$ cat config.mk
export PLATFORM = sky130hd
export DESIGN_NAME = src_device_flat
export DESIGN_NICKNAME = d
export VERILOG_FILES = /design/src/src_pkg.sv /design/src/src_link_if.sv /design/src/src_device.sv /design/src/flat_wrapper.sv
export VERILOG_INCLUDE_DIRS = /design/src /design/src/src
export SDC_FILE = /design/constraint.sdc
export NUM_CORES = 1
export LEC_CHECK = 0
export BUFFER_PORTS_ARGS = -buffer_cell sky130_fd_sc_hd__buf_2
export CAP_MARGIN = 20
export CORE_MARGIN = 10
export CORE_UTILIZATION = 62
export CTS_BUF_LIST = sky130_fd_sc_hd__clkbuf_4 sky130_fd_sc_hd__clkbuf_8
export DETAILED_ROUTE_END_ITERATION = 8
export PLACE_DENSITY = 0.82
export SYNTH_ARGS = -nofsm -noshare
export SYNTH_HDL_FRONTEND = slang
export SYNTH_SLANG_ARGS = --single-unit
$ cat constraint.sdc
create_clock -name clock_in -period 2.5 [get_ports clock_in]
set_input_delay 0.25 -clock clock_in [delete_from_list [all_inputs] [get_ports clock_in]]
set_output_delay 0.25 -clock clock_in [all_outputs]
set_load 0.02 [all_outputs]
$ cat src/src_cfg.svh
// Constants for the suspend and resume control block and its controller.
`ifndef SRC_CFG_SVH
`define SRC_CFG_SVH

// ==========================================================================
// Timing
`define SRC_CLK_MHZ 250
`define SRC_IDLE_US 3000
`define SRC_POWER_OFF_SUSPEND_MODE_US 2000
`define SRC_RESUME_K_US 20000
`define SRC_REMOTE_K_US 10000
`define SRC_WAKE_MAX_US 15000
`define SRC_OSC_US 1000
`define SRC_IDLE_CYC (`SRC_IDLE_US * `SRC_CLK_MHZ)
`define SRC_POWER_OFF_SUSPEND_MODE_CYC (`SRC_POWER_OFF_SUSPEND_MODE_US * `SRC_CLK_MHZ)
`define SRC_RESUME_K_CYC (`SRC_RESUME_K_US * `SRC_CLK_MHZ)
`define SRC_REMOTE_K_CYC (`SRC_REMOTE_K_US * `SRC_CLK_MHZ)
`define SRC_OSC_CYC (`SRC_OSC_US * `SRC_CLK_MHZ)

// ==========================================================================
// Device register offsets
`define SRC_DEV_STATUS 8'h00
`define SRC_DEV_IE 8'h01
`define SRC_DEV_MODE 8'h02
`define SRC_DEV_HWCFG 8'h03
`define SRC_DEV_UNLOCK 8'h04
`define SRC_UNLOCK_KEY 16'haa37

// ==========================================================================
// Device field positions
`define SRC_ST_SUSP 0
`define SRC_ST_RESUME 1
`define SRC_ST_BUSIDLE 2
`define SRC_MODE_PULLUP 0
`define SRC_MODE_TRIG 1
`define SRC_HW_INTERNAL_CLOCK_RUN 0
`define SRC_HW_CSWAKE 1
`define SRC_HW_PULLUP_SOURCE_SELECT 2
`define SRC_HW_POWER_OFF_SUSPEND_MODE 3
`define SRC_HW_RESET 4'h1

// ==========================================================================
// Controller register offsets and fields
`define SRC_CTL_CFG 8'h00
`define SRC_CTL_CMD 8'h01
`define SRC_CTL_STAT 8'h02
`define SRC_CTL_IMASK 8'h03
`define SRC_CFG_PULLUP 0
`define SRC_CFG_SUSPIE 1
`define SRC_CFG_RESIE 2
`define SRC_CFG_CSWAKE 3
`define SRC_CFG_PULLUP_SOURCE_SELECT 4
`define SRC_CFG_POWER_OFF_SUSPEND_MODE 5
`define SRC_CMD_WAKE 0
`define SRC_EV_SUSP 0
`define SRC_EV_ABORT 1
`define SRC_EV_RESUME 2
`define SRC_STAT_SLEEP 3
`define SRC_STAT_SUSPIN 4
`define SRC_STAT_BUSY 5

`endif

$ cat src/src_pkg.sv
// Types shared by the suspend and resume control ends.
package src_pkg;

  // ========================================================================
  // Device power states
  typedef enum logic [1:0] {
    SRC_D_AWAKE = 2'b00,
    SRC_D_SUSP = 2'b01,
    SRC_D_WAKE = 2'b10
  } src_dev_state_t;

  // ========================================================================
  // Controller sequence states
  typedef enum logic [3:0] {
    SRC_C_IDLE = 4'b0000,
    SRC_C_PUSH_IE = 4'b0001,
    SRC_C_PUSH_HW = 4'b0010,
    SRC_C_PUSH_MODE = 4'b0011,
    SRC_C_READ = 4'b0100,
    SRC_C_EVAL = 4'b0101,
    SRC_C_CLKOFF = 4'b0110,
    SRC_C_TRIG_HI = 4'b0111,
    SRC_C_TRIG_LO = 4'b1000,
    SRC_C_SLEEP = 4'b1001,
    SRC_C_UNLOCK = 4'b1010
  } src_ctl_state_t;

endpackage

$ cat src/src_link_if.sv
// Register link between the suspend and resume device and its controller.
`timescale 1ns/1ns
`default_nettype none
interface src_link_if;
  logic [7:0] addr;
  logic [15:0] wdata;
  logic wr;
  logic rd;
  logic [15:0] rdata;
  logic cs_n;
  logic irq;
  logic suspend;

  modport dev (
    input addr, wdata, wr, rd, cs_n,
    output rdata, irq, suspend
  );
  modport ctl (
    output addr, wdata, wr, rd, cs_n,
    input rdata, irq, suspend
  );
endinterface
`default_nettype wire

$ cat src/src_device.sv
// Suspend and resume control of a full-speed USB peripheral.
`include "src_cfg.svh"
`timescale 1ns/1ns
`default_nettype none
module src_device
  import src_pkg::*;
#(
  parameter int IDLE_CYC = `SRC_IDLE_CYC,
  parameter int POWER_OFF_SUSPEND_MODE_CYC = `SRC_POWER_OFF_SUSPEND_MODE_CYC,
  parameter int RESUME_K_CYC = `SRC_RESUME_K_CYC,
  parameter int REMOTE_K_CYC = `SRC_REMOTE_K_CYC,
  parameter int OSC_CYC = `SRC_OSC_CYC
) (
  // Clock and reset
  input wire logic clock_in,
  input wire logic rst_in,
  // Register link to the controller
  src_link_if.dev link,
  // USB line state and wake pins
  input wire logic usb_idle_in,
  input wire logic usb_k_in,
  input wire logic remote_wake_input_in,
  input wire logic vbus_in,
  // Bus drive and power control
  output logic drive_k_out,
  output logic pullup_int_out,
  output logic pullup_ext_out,
  output logic osc_enable_out,
  output logic clock_dist_out
);

  localparam int CW = 24;

  // ========================================================================
  // Pin synchronisers
  logic [3:0] sync1_q;
  logic [3:0] sync2_q;
  logic s_idle;
  logic s_k;
  logic s_wake;
  logic s_vbus;

  always_ff @(posedge clock_in) begin
    if (rst_in) begin
      sync1_q <= 4'h0;
      sync2_q <= 4'h0;
    end else begin
      sync1_q <= {vbus_in, remote_wake_input_in, usb_k_in, usb_idle_in};
      sync2_q <= sync1_q;
    end
  end

  assign s_idle = sync2_q[0];
  assign s_k = sync2_q[1];
  assign s_wake = sync2_q[2];
  assign s_vbus = sync2_q[3];

  // Saturating increment shared by the timers.
  function automatic logic [CW-1:0] sat_inc(input logic [CW-1:0] v);
    sat_inc = (&v) ? v : v + 1'b1;
  endfunction

  // ========================================================================
  // Bus idle detection
  logic [CW-1:0] idle_cnt_q;
  logic bus_susp;
  logic bus_susp_q;

  always_ff @(posedge clock_in) begin
    if (rst_in) begin
      idle_cnt_q <= '0;
    end else if (s_idle) begin
      idle_cnt_q <= sat_inc(idle_cnt_q);
    end else begin
      idle_cnt_q <= '0;
    end
  end

  assign bus_susp = idle_cnt_q > CW'(IDLE_CYC);

  always_ff @(posedge clock_in) begin
    if (rst_in) begin
      bus_susp_q <= 1'b0;
    end else begin
      bus_susp_q <= bus_susp;
    end
  end

  // ========================================================================
  // Registers
  src_dev_state_t state_q;
  logic [CW-1:0] timer_q;
  logic [CW-1:0] hostk_cnt_q;
  logic [CW-1:0] remk_cnt_q;
  logic susp_flag_q;
  logic res_flag_q;
  logic [1:0] ie_q;
  logic [1:0] mode_q;
  logic [3:0] hw_q;
  logic locked_q;
  logic trig_prev_q;
  logic susp_pin_q;
  logic [15:0] rdata_q;
  logic wr_ok;
  logic rd_status;
  logic trig_fall;
  logic wake_done;
  logic power_off_suspend_mode_done;
  logic host_resume;
  logic cs_resume;
  logic resume;

  assign wr_ok = link.wr &&
                 (!locked_q || link.addr == `SRC_DEV_UNLOCK);
  assign rd_status = link.rd && link.addr == `SRC_DEV_STATUS;
  assign trig_fall = trig_prev_q && !mode_q[`SRC_MODE_TRIG];
  assign wake_done = state_q == SRC_D_WAKE && timer_q >= CW'(OSC_CYC);
  assign power_off_suspend_mode_done = state_q == SRC_D_SUSP && hw_q[`SRC_HW_POWER_OFF_SUSPEND_MODE] &&
                       timer_q >= CW'(POWER_OFF_SUSPEND_MODE_CYC);
  assign host_resume = hostk_cnt_q >= CW'(RESUME_K_CYC);
  assign cs_resume = hw_q[`SRC_HW_CSWAKE] && !link.cs_n && s_vbus;
  assign resume = host_resume || s_wake || cs_resume;

  always_ff @(posedge clock_in) begin
    if (rst_in) begin
      ie_q <= 2'h0;
      mode_q <= 2'h0;
      trig_prev_q <= 1'b0;
    end else begin
      trig_prev_q <= mode_q[`SRC_MODE_TRIG];
      if (wr_ok && link.addr == `SRC_DEV_IE) begin
        ie_q <= link.wdata[1:0];
      end
      if (wr_ok && link.addr == `SRC_DEV_MODE) begin
        mode_q <= link.wdata[1:0];
      end
    end
  end

  // Clock run is restored by hardware once the oscillator has settled.
  always_ff @(posedge clock_in) begin
    if (rst_in) begin
      hw_q <= `SRC_HW_RESET;
    end else begin
      if (wr_ok && link.addr == `SRC_DEV_HWCFG) begin
        hw_q <= link.wdata[3:0];
      end
      if (wake_done) begin
        hw_q[`SRC_HW_INTERNAL_CLOCK_RUN] <= 1'b1;
      end
    end
  end

  always_ff @(posedge clock_in) begin
    if (rst_in) begin
      locked_q <= 1'b0;
    end else if (wake_done) begin
      locked_q <= 1'b1;
    end else if (wr_ok && link.addr == `SRC_DEV_UNLOCK &&
                 link.wdata == `SRC_UNLOCK_KEY) begin
      locked_q <= 1'b0;
    end
  end

  // A set in the cycle of the clearing read wins.
  always_ff @(posedge clock_in) begin
    if (rst_in) begin
      susp_flag_q <= 1'b0;
      res_flag_q <= 1'b0;
    end else begin
      susp_flag_q <= (susp_flag_q && !rd_status) ||
                     (bus_susp && !bus_susp_q);
      res_flag_q <= (res_flag_q && !rd_status) || wake_done;
    end
  end

  always_ff @(posedge clock_in) begin
    if (rst_in) begin
      rdata_q <= 16'h0000;
    end else if (link.rd) begin
      case (link.addr)
        `SRC_DEV_STATUS: begin
          rdata_q <= {13'h0000, bus_susp, res_flag_q, susp_flag_q};
        end
        `SRC_DEV_IE: rdata_q <= {14'h0000, ie_q};
        `SRC_DEV_MODE: rdata_q <= {14'h0000, mode_q};
        `SRC_DEV_HWCFG: rdata_q <= {12'h000, hw_q};
        `SRC_DEV_UNLOCK: rdata_q <= {15'h0000, locked_q};
        default: rdata_q <= 16'h0000;
      endcase
    end
  end

  // ========================================================================
  // Suspend and wake sequence
  always_ff @(posedge clock_in) begin
    if (rst_in) begin
      state_q <= SRC_D_AWAKE;
      timer_q <= '0;
    end else begin
      case (state_q)
        SRC_D_AWAKE: begin
          timer_q <= '0;
          if (trig_fall) begin
            state_q <= SRC_D_SUSP;
          end
        end
        SRC_D_SUSP: begin
          timer_q <= sat_inc(timer_q);
          if (resume) begin
            state_q <= SRC_D_WAKE;
            timer_q <= '0;
          end
        end
        SRC_D_WAKE: begin
          timer_q <= sat_inc(timer_q);
          if (wake_done) begin
            state_q <= SRC_D_AWAKE;
          end
        end
        default: state_q <= SRC_D_AWAKE;
      endcase
    end
  end

  always_ff @(posedge clock_in) begin
    if (rst_in) begin
      hostk_cnt_q <= '0;
    end else if (state_q == SRC_D_SUSP && s_k) begin
      hostk_cnt_q <= sat_inc(hostk_cnt_q);
    end else begin
      hostk_cnt_q <= '0;
    end
  end

  always_ff @(posedge clock_in) begin
    if (rst_in) begin
      susp_pin_q <= 1'b0;
    end else if (power_off_suspend_mode_done) begin
      susp_pin_q <= 1'b1;
    end else if (state_q != SRC_D_SUSP) begin
      susp_pin_q <= 1'b0;
    end
  end

  // Remote wake K runs from the start of the wake for its full length.
  always_ff @(posedge clock_in) begin
    if (rst_in) begin
      remk_cnt_q <= '0;
    end else if (state_q == SRC_D_SUSP && resume && !host_resume &&
                 (s_wake || cs_resume)) begin
      remk_cnt_q <= CW'(REMOTE_K_CYC);
    end else if (remk_cnt_q != '0) begin
      remk_cnt_q <= remk_cnt_q - 1'b1;
    end
  end

  // ========================================================================
  // Outputs
  assign link.rdata = rdata_q;
  assign link.suspend = susp_pin_q;
  assign link.irq = (susp_flag_q && ie_q[0]) || (res_flag_q && ie_q[1]);
  assign drive_k_out = remk_cnt_q != '0;
  assign pullup_int_out = mode_q[`SRC_MODE_PULLUP] &&
                          !hw_q[`SRC_HW_PULLUP_SOURCE_SELECT];
  assign pullup_ext_out = mode_q[`SRC_MODE_PULLUP] &&
                          hw_q[`SRC_HW_PULLUP_SOURCE_SELECT];
  assign osc_enable_out = !susp_pin_q;
  assign clock_dist_out = state_q != SRC_D_WAKE && !susp_pin_q &&
                          hw_q[`SRC_HW_INTERNAL_CLOCK_RUN];

endmodule
`default_nettype wire

$ cat src/flat_wrapper.sv
// flat-port wrapper written by rule: the top's interface ports become plain ports
module src_device_flat import src_pkg::*;
#(
  parameter int IDLE_CYC = `SRC_IDLE_CYC,
  parameter int POWER_OFF_SUSPEND_MODE_CYC = `SRC_POWER_OFF_SUSPEND_MODE_CYC,
  parameter int RESUME_K_CYC = `SRC_RESUME_K_CYC,
  parameter int REMOTE_K_CYC = `SRC_REMOTE_K_CYC,
  parameter int OSC_CYC = `SRC_OSC_CYC
)
  (clock_in, rst_in, usb_idle_in, usb_k_in, remote_wake_input_in, vbus_in, drive_k_out, pullup_int_out, pullup_ext_out, osc_enable_out, clock_dist_out, link_addr, link_wdata, link_wr, link_rd, link_cs_n, link_rdata, link_irq, link_suspend);
  src_link_if link_i ();
  input wire logic clock_in;
  input wire logic rst_in;
  input wire logic usb_idle_in;
  input wire logic usb_k_in;
  input wire logic remote_wake_input_in;
  input wire logic vbus_in;
  output logic drive_k_out;
  output logic pullup_int_out;
  output logic pullup_ext_out;
  output logic osc_enable_out;
  output logic clock_dist_out;
  input wire logic [$bits(link_i.addr)-1:0] link_addr;
  input wire logic [$bits(link_i.wdata)-1:0] link_wdata;
  input wire logic [$bits(link_i.wr)-1:0] link_wr;
  input wire logic [$bits(link_i.rd)-1:0] link_rd;
  input wire logic [$bits(link_i.cs_n)-1:0] link_cs_n;
  output wire logic [$bits(link_i.rdata)-1:0] link_rdata;
  output wire logic [$bits(link_i.irq)-1:0] link_irq;
  output wire logic [$bits(link_i.suspend)-1:0] link_suspend;
  assign link_i.addr = link_addr;
  assign link_i.wdata = link_wdata;
  assign link_i.wr = link_wr;
  assign link_i.rd = link_rd;
  assign link_i.cs_n = link_cs_n;
  assign link_rdata = link_i.rdata;
  assign link_irq = link_i.irq;
  assign link_suspend = link_i.suspend;
  src_device #(.IDLE_CYC(IDLE_CYC), .POWER_OFF_SUSPEND_MODE_CYC(POWER_OFF_SUSPEND_MODE_CYC), .RESUME_K_CYC(RESUME_K_CYC), .REMOTE_K_CYC(REMOTE_K_CYC), .OSC_CYC(OSC_CYC)) u_core (.clock_in(clock_in), .rst_in(rst_in), .link(link_i), .usb_idle_in(usb_idle_in), .usb_k_in(usb_k_in), .remote_wake_input_in(remote_wake_input_in), .vbus_in(vbus_in), .drive_k_out(drive_k_out), .pullup_int_out(pullup_int_out), .pullup_ext_out(pullup_ext_out), .osc_enable_out(osc_enable_out), .clock_dist_out(clock_dist_out));
endmodule
# Word level (Yosys, flattened, before mapping)
# Cells that the tools add are included.
[totals]
ff_bits = 136
wordCells = 111
output_inout_bits = 23
in_bits = 33
[classes]
eq_ne = 12
bitwise = 2
n_addsub = 4
n_mux = 14
reduce_logical = 56
n_lt_le_gt_ge = 4
[ops]
columns = ["op", "n"]
rows = [
  ["adder 24 x 1 -> 24 bit (second input constant)", 3],
  ["one-hot mux 24 bit (3 select lines)", 1],
  ["AND reduction 24 bit", 3],
  ["2-to-1 mux 24 bit", 2],
  ["2-to-1 mux 22 bit", 2],
  ["logical AND 1 bit", 26],
  ["greater-or-equal comparator 24 x 18 -> 1 bit (second input constant)", 1],
  ["greater-or-equal comparator 24 x 19 -> 1 bit (second input constant)", 1],
  ["greater-or-equal comparator 24 x 23 -> 1 bit (second input constant)", 1],
  ["> comparator 24 x 20 -> 1 bit (second input constant)", 1],
  ["nonzero test 24 bit", 1],
  ["subtractor 24 x 1 -> 24 bit (second input constant)", 1],
  ["one-hot mux 4 bit (5 select lines)", 1],
  ["== test 16 bit (second input constant)", 1],
  ["== test 8 x 2 -> 1 bit (second input constant)", 2],
  ["== test 8 x 1 -> 1 bit (second input constant)", 1],
  ["== test 8 x 3 -> 1 bit (second input constant)", 1],
  ["logical NOT 1 bit", 8],
  ["logical NOT 8 bit", 1],
  ["inequality test 2 x 1 -> 1 bit (second input constant)", 4],
  ["OR reduction 2 bit", 4],
  ["logical OR 1 bit", 7],
  ["2-to-1 mux 2 bit", 3],
  ["one-hot mux 2 bit (3 select lines)", 1],
  ["9 further kinds", 15],
]

# Logic depth before layout (Yosys ltp)
# Gate-level depths: netlist of run 1.
[logic_depth]
word_depth = 8
depth_mapped = 10
mapped_depth_nobuf = 9

# Worst setup path after synthesis of run 1
# No wires, ideal clock.
[synth_timing]
path_type = "register to register"
from = "register u_core.remk_cnt_q[2]"
to = "register u_core.remk_cnt_q[5]"
synth_period_minus_slack_ns = 2.079
setup_ns = 0.132
arrival_time_ns = 1.947
stages_incl_launch_ff = 9
slack_ns = 0.421
cell_sequence = "dfxtp_1 -> or4_4 -> nor4b_4 -> and3_1 -> buf_4 -> inv_1 -> nand2_1 -> xor2_1 -> a21oi_1"
[synth_between]
elab_cells_between_ends = 5
cone_classes = "1 x add/sub; 2 x mux; 2 x reduce/logical"
[synth_lines]
columns = ["item", "line", "source"]
rows = [
  ["start, declared", "src_device.sv:94", "logic [CW-1:0] remk_cnt_q;"],
  ["start signal, assigned", "src_device.sv:252", "remk_cnt_q <= CW'(REMOTE_K_CYC);"],
  ["start signal, assigned", "src_device.sv:254", "remk_cnt_q <= remk_cnt_q - 1'b1;"],
  ["nonzero test 24 bit", "--", ""],
  ["named net drive_k_out", "flat_wrapper.sv:18", "output logic drive_k_out;"],
  ["nonzero test 2 bit (no line)", "--", ""],
]
# The timed path passes the listed nets, and every way through them passes these cells. The select of a mux whose other input is x is not followed.
# A chain may end at the register's enable or synchronous reset.

# Worst setup path in the final report of run 1
[layout_timing]
from = "register u_core.remk_cnt_q[2]"
to = "output drive_k_out"
[layout_between]
elab_chain_len = 1
[layout_lines]
columns = ["item", "line", "source"]
rows = [
  ["nonzero test 24 bit", "src_device.sv:263", "assign drive_k_out = remk_cnt_q != '0;"],
  ["end, declared", "flat_wrapper.sv:18", ""],
]
# No other way between the ends.

==> flow_metrics.py, run 1 <==
metrics = {
    "floorplanning": {
        "start_util": 0.6275,
        "ioPinCount": 56,
        "die_area_mm2": 0.01477,
        "rows": 37,
        "coreArea_mm2": 0.01018,
        "dieWidth_um": 121.5,
        "die_h_um": 121.5,
    },
    "routing": {
        "wl_mm": 15.14,
        "vias": 5686,
        "drc": 0,
        "drt_pass1_iterations": 6,
        "drtIter0Drc": 587,
        "ant_nets": 0,
        "viasPerCell": 5.892,
        "post_drt_wl_per_cell_um": 15.69,
    },
    "synth": {
        "synth-edff-count": 0,
        "ys.flop_type": "dfxtp_1",
        "syn_area_per_cell_um2": 8.365,
        "postSynthCellCount": 764,
        "syn_area_mm2": 0.006391,
        "ys_ff_latch": 124,
        "seq_area_frac_synth": 0.3884,
        "ys_types": 70,
        "async_reset_ff_frac": 0,
        "ys_warn_count": 0,
    },
    "status": {
        "status": "finished clean",
    },
    "global_route": {
        "grt_pass1_vias": 5568,
        "globalRouteTotalUtil": 0.2083,
        "grt_max_degree": 37,
        "antenna_found_initial": 0,
        "grt-ovfl-total": 0,
        "grt_pass1_wl_mm": 25.85,
    },
    "finish": {
        "drive_gt1_frac": 0.1387,
        "nNetsFinal": 860,
        "layout_commonest_cell": "dfxtp_1",
        "postLayoutCoreUtil": 0.7023,
        "register_area_mm2": 0.002482,
        "final_cell_area_mm2": 0.007153,
        "multiInputGateArea_mm2": 0.003626,
        "instances_no_fill": 965,
        "diodes": 0,
        "final_cell_mix": "124 x dfxtp_1, 95 x nor2_1, 57 x nand2_1",
        "syn_to_final_growth_pct": 11.92,
        "nFillCells": 787,
    },
    "place": {
        "place_inst": 931,
        "dp_hpwl_mm": 10.87,
        "finalWeightedCongestion": 0.9059,
        "dpl-instance-area_mm2": 0.006725,
        "port_buffers": 43,
    },
    "clock_tree": {
        "clk_latency_ps": 440,
        "hold_buffers": 0,
        "htree_levels": 4,
        "cts_root_buf": "clkbuf_8",
        "cts.path.max_buffers": 2,
        "clk_pin_slew_ps": 70,
        "cts_buffers": 17,
        "clock_sinks": 124,
        "cts_tree": "yes",
    },
    "power_and_ir_drop": {
        "p_per_area_mw_per_mm2": 779.1,
        "clkPwrFrac": 0.326,
        "p_total_mw": 5.573,
        "power_frac_seq": 0.415,
        "pwr-share-comb": 0.260,
        "vdd_ir_drop_max_v": 0.0007342,
        "internal-power_mw": 3.820,
        "sw_frac_of_total": 0.3145,
        "p_leak_nw": 2.637,
        "switchingPower_mw": 1.753,
    },
    "sta": {
        "final.setup.tns_ps": 0,
        "slew_headroom": 0.4755,
        "rsz0062_at_grt": "no",
        "fmax_mhz": 417.0,
        "hold_viol_final": 0,
        "tightestPinTransition_ps": 784.8,
        "timing.final.crit_period_ps": 2398,
        "period_share": 0.9591,
        "clock-skew-final_ps": 12.09,
        "final-setup-viol-count": 0,
        "final_max_slew_viol_count": 0,
    },
    "flow_run": {
        "maxCapViolCount": 0,
    },
    "setup_path": {
        "slowest_delay_ps": 580,
        "critPathKind": "register to output pin",
        "cp_data_arrival_time_ps": 2150,
        "r2r_end": "u_core.remk_cnt_q[1]$_SDFFE_PP0P_",
        "critPathRequiredTime_ps": 2250,
        "reg2reg_slack_ps": 180,
        "worst-r2r-cell-count": 5,
        "slowest_stage": "or4_4",
        "critPathBufInv": 2,
        "cp_top_family": "simple AND/OR/NAND/NOR gates",
        "worstSetupStartpointType": "register",
        "reg2reg_from": "u_core.hostk_cnt_q[16]$_SDFFE_PP0N_",
        "cp-end-kind": "output pin",
        "critPathMaxFanout": 5,
        "crit_chain": "or4_4, nor4b_4, and3_4, inv_1, buf_2",
    },
    "min_path": {
        "min_to": "u_core.sync1_q[3]$_SDFF_PP0_",
        "hold_class": "input pin to register",
        "hold_depth": 2,
        "worst_hold_startpoint": "vbus_in",
    },
}
## how the worst max path moves through the flow
stage / from / to / slack [ps] / depth (start not counted)
finish: u_core.remk_cnt_q[2]$_SDFFE_PP0P_ / drive_k_out / 100 / 5
global route: u_core.remk_cnt_q[2]$_SDFFE_PP0P_ / drive_k_out / 3 / 5
CTS: u_core.remk_cnt_q[2]$_SDFFE_PP0P_ / drive_k_out / 40 / 5
detailed placement: u_core.remk_cnt_q[2]$_SDFFE_PP0P_ / u_core.remk_cnt_q[5]$_SDFFE_PP0P_ / 160 / 7
global placement: u_core.remk_cnt_q[2]$_SDFFE_PP0P_ / u_core.remk_cnt_q[5]$_SDFFE_PP0P_ / 290 / 7
floorplan: u_core.remk_cnt_q[2]$_SDFFE_PP0P_ / u_core.remk_cnt_q[5]$_SDFFE_PP0P_ / 420 / 8
## cell families after synthesis
kind of cell	after synthesis	share of synthesized area
other cells	1	0.0005868
fa+ha+maj	11	0.02153
mux	18	0.03211
flops	124	0.3884
xor+xnor	63	0.08634
compound gates	103	0.1030
buf+inv	69	0.05149
simple gates	375	0.3166
## registers in the layout (all words and copies together) (netlist names)
signal,count
u_core.locked_q,1
u_core.hostk_cnt_q,24
u_core.sync1_q,4
u_core.remk_cnt_q,24
u_core.sync2_q,4
u_core.link.suspend,1
u_core.ie_q,2
u_core.trig_prev_q,1
u_core.timer_q,24
u_core.susp_flag_q,1
u_core.mode_q,2
u_core.hw_q,4
u_core.state_q,2
u_core.idle_cnt_q,24
u_core.res_flag_q,1
u_core.bus_susp_q,1
u_core.link.rdata,4
## power groups by stage
stage	sequential [mW]	clock [mW]	combinational (mW)
detailed placement	2.35	0	1.35
global route	2.33	1.93	1.59
global placement	2.33	0	1.31
floorplan	2.31	0	1.14
finish	2.31	1.82	1.45
CTS	2.31	1.84	1.44
## repair_timing
item                       in CTS  in global routing
setup buffers                   2                  0
resized for setup               2                  0
pin swaps                       2                  1
hold endpoints to repair        0                  0
setup endpoints to repair       1                  1
## through the flow
| stage | hold WS, ps | worst slack (ps) |
|---|---|---|
| final | 26.09 | 102.2 |
| after global routing | 13.86 | 2.701 |
| after CTS | 9.118 | 36.26 |
| after detailed placement | 446.8 | 158.4 |
| after global placement | 421.9 | 290.4 |
| after floorplan | 378.2 | 421.0 |
## per-layer routing
metal,up-vias,part of all wire,GRT usage
li1,2805,-,-
met1,2674,0.43,0.2529
met2,181,0.49,0.3488
met3,26,0.065,0.05782
met4,0,0.013,0.07004
met5,-,0,0
## area by class of cell
type                            instances  area share
Inverter                               29     0.01522
Clock inverter                         12     0.02029
Multi-Input combinational cell        582      0.5069
Tap cell                              136     0.02379
Sequential cell                       124      0.3470
Clock buffer                           20     0.03673
Timing Repair Buffer                   62     0.05003
## cells in the mapped netlist, types with 14 or more instances
library cell,instances,area (um2)
mux2i_1,16,160.2
a21oi_1,39,195.2
nor4_1,14,87.58
inv_1,29,108.9
nor2b_1,15,93.84
dfxtp_1,124,2482
o21ai_0,14,70.07
nand2_1,57,214.0
nor2_1,95,356.6
nor3_1,24,120.1
xnor2_1,37,324.1
clkbuf_1,16,60.06
nand3_1,49,245.2
nand4_1,29,181.4
a31oi_1,14,87.58
and3_1,19,118.9
xor2_1,26,227.7
buf_4,17,127.6
(Power assumes the default switching activity.)
==> inputs of run 2 (changes only) <==
- PLACE_DENSITY: 0.82 -> 0.79
==> run 2 against run 1 <==
  * Hold slack improved by 34 ps
  * First-iteration DRC count fell by 10%
  * Wire length barely moved
  * Die area did not move
  * Via count rose by 0.84%
  * Clock power rose by 8%
  * Core utilization rose by 0.81 points
  * Worst setup slack got worse by 15 ps
  * Sequential power barely moved
  * Critical path depth did not move
==> flow_metrics.py, run 2 (synthesis results as in run 1) <==
metrics = {
    "status": {
        "status": "finished clean",
    },
    "routing": {
        "wl_mm": 15.14,
        "vias": 5734,
        "drc": 0,
        "ant_nets": 0,
        "drt_pass1_iterations": 8,
        "drtIter0Drc": 526,
        "viasPerCell": 5.924,
        "post_drt_wl_per_cell_um": 15.64,
    },
    "min_path": {
        "hold_class": "input pin to register",
        "worst_hold_startpoint": "vbus_in",
        "min_to": "u_core.sync1_q[3]$_SDFF_PP0_",
        "hold_depth": 2,
    },
    "clock_tree": {
        "clock_sinks": 124,
        "clk_latency_ps": 440,
        "htree_levels": 4,
        "cts_buffers": 17,
        "cts.path.max_buffers": 2,
        "clk_pin_slew_ps": 70,
        "cts_root_buf": "clkbuf_8",
        "cts_tree": "yes",
    },
    "sta": {
        "finalWorstSetupSlack_ps": 87.24,
        "fmax_mhz": 414.5,
        "slew_headroom": 0.4783,
        "final_max_slew_viol_count": 0,
        "rsz0062_at_grt": "yes",
        "period_share": 0.9651,
        "timing.final.crit_period_ps": 2413,
        "hold_viol_final": 0,
        "tightestPinTransition_ps": 780.7,
        "final-setup-viol-count": 0,
        "clock-skew-final_ps": 6.636,
    },
    "floorplanning": {
        "start_util": 0.6275,
        "dieWidth_um": 121.5,
        "coreArea_mm2": 0.01018,
        "die_h_um": 121.5,
        "ioPinCount": 56,
        "rows": 37,
        "die_area_mm2": 0.01477,
    },
    "global_route": {
        "grt_max_degree": 37,
        "grt_pass1_wl_mm": 25.08,
        "globalRouteTotalUtil": 0.2034,
        "antenna_found_initial": 0,
        "grt-ovfl-total": 0,
        "grt_pass1_vias": 5480,
    },
    "finish": {
        "syn_to_final_growth_pct": 13.21,
        "drive_gt1_frac": 0.1394,
        "nNetsFinal": 864,
        "diodes": 0,
        "layout_commonest_cell": "dfxtp_1",
        "postLayoutCoreUtil": 0.7104,
        "final_cell_mix": "124 x dfxtp_1, 95 x nor2_1, 57 x nand2_1",
    },
    "setup_path": {
        "worstSetupStartpointType": "register",
        "critPathRequiredTime_ps": 2250,
        "cp_data_arrival_time_ps": 2160,
        "r2r_end": "u_core.state_q[0]$_SDFFE_PP0P_",
        "critPathMaxFanout": 6,
        "reg2reg_from": "u_core.timer_q[9]$_SDFFE_PP0P_",
        "critPathKind": "register to output pin",
        "worst-r2r-cell-count": 6,
        "startpoint": "u_core.remk_cnt_q[2]$_SDFFE_PP0P_",
        "reg2reg_slack_ps": 210,
        "cp-end-kind": "output pin",
    },
    "power_and_ir_drop": {
        "vdd_ir_drop_max_v": 0.0005731,
        "p_per_area_mw_per_mm2": 795.7,
        "p_leak_nw": 2.694,
    },
    "flow_run": {
        "maxCapViolCount": 0,
    },
    "place": {
        "port_buffers": 43,
        "pre_cts_slack_ps": 233.4,
        "finalWeightedCongestion": 0.8719,
        "dp_hpwl_mm": 10.74,
    },
}
run 2: cell count changes in the layout (fill, tap and decap cells not counted), moves of 2 or more:
cell / delta
buf_4: +2
clkbuf_8: +3
clkinv_2: -3
dlygate4sd3_1: +2
run 2: per-layer routing:
metal,up-vias,global-route usage,part of all wire
met5,-,0,0
met4,0,0.06483,0.015
met3,30,0.07123,0.080
met2,219,0.3478,0.49
met1,2663,0.2334,0.42
li1,2822,-,-
run 2: worst max-delay path, stage by stage, from the launching register on:
cell     delay, ps
dfxtp_1        360
or4_4          580
nor4b_4        250
and3_4         260
inv_1          100
buf_2          170
run 2: timing repair:
item,CTS,global route
endpoints found under the setup margin,1,2
setup buffers,1,2
hold buffers,2,0
resized for setup,2,1
pin swaps,1,2
hold endpoints to repair,2,0
run 2: area by class of cell:
class | count | area (um2)
Multi-Input combinational cell | 582 | 3635
Fill cell | 788 | 2949
Sequential cell | 124 | 2482
Timing Repair Buffer | 66 | 392.9
Clock buffer | 24 | 311.5
Tap cell | 136 | 170.2
Clock inverter | 7 | 135.1
Inverter | 29 | 108.9
run 2: worst max-delay path by stage:
stage | slack [ps] | endpoint | depth (start not counted)
6_report | 90 | drive_k_out | 5
5_1_grt | -8 | drive_k_out | 5
4_1_cts | 2 | drive_k_out | 5
3_5_place_dp | 230 | u_core.state_q[1]$_SDFFE_PP0P_ | 6
3_3_place_gp | 330 | u_core.remk_cnt_q[1]$_SDFFE_PP0P_ | 5
2_1_floorplan | 420 | u_core.remk_cnt_q[5]$_SDFFE_PP0P_ | 8
run 2: report_power, final:
| group | internal, mW | leakage, nW | switching [mW] |
|---|---|---|---|
| clock network | 1.22 | 0.233 | 0.751 |
| logic | 0.676 | 1.46 | 0.804 |
| registers | 2.14 | 1.00 | 0.166 |
| total | 4.04 | 2.69 | 1.72 |
run 2: metrics by stage:
step	instances	setup TNS [ps]	power, mW	cell area [um2]	hold slack (ps)
3_3_place_gp	932	0	3.648	6733	415.2
4_1_cts	966	0	5.741	7212	41.05
5_1_grt	968	-8.199	6.064	7236	41.97
2_1_floorplan	775	0	3.445	6432	378.2
6_report	968	0	5.757	7236	59.73
3_5_place_dp	932	0	3.720	6733	432.4
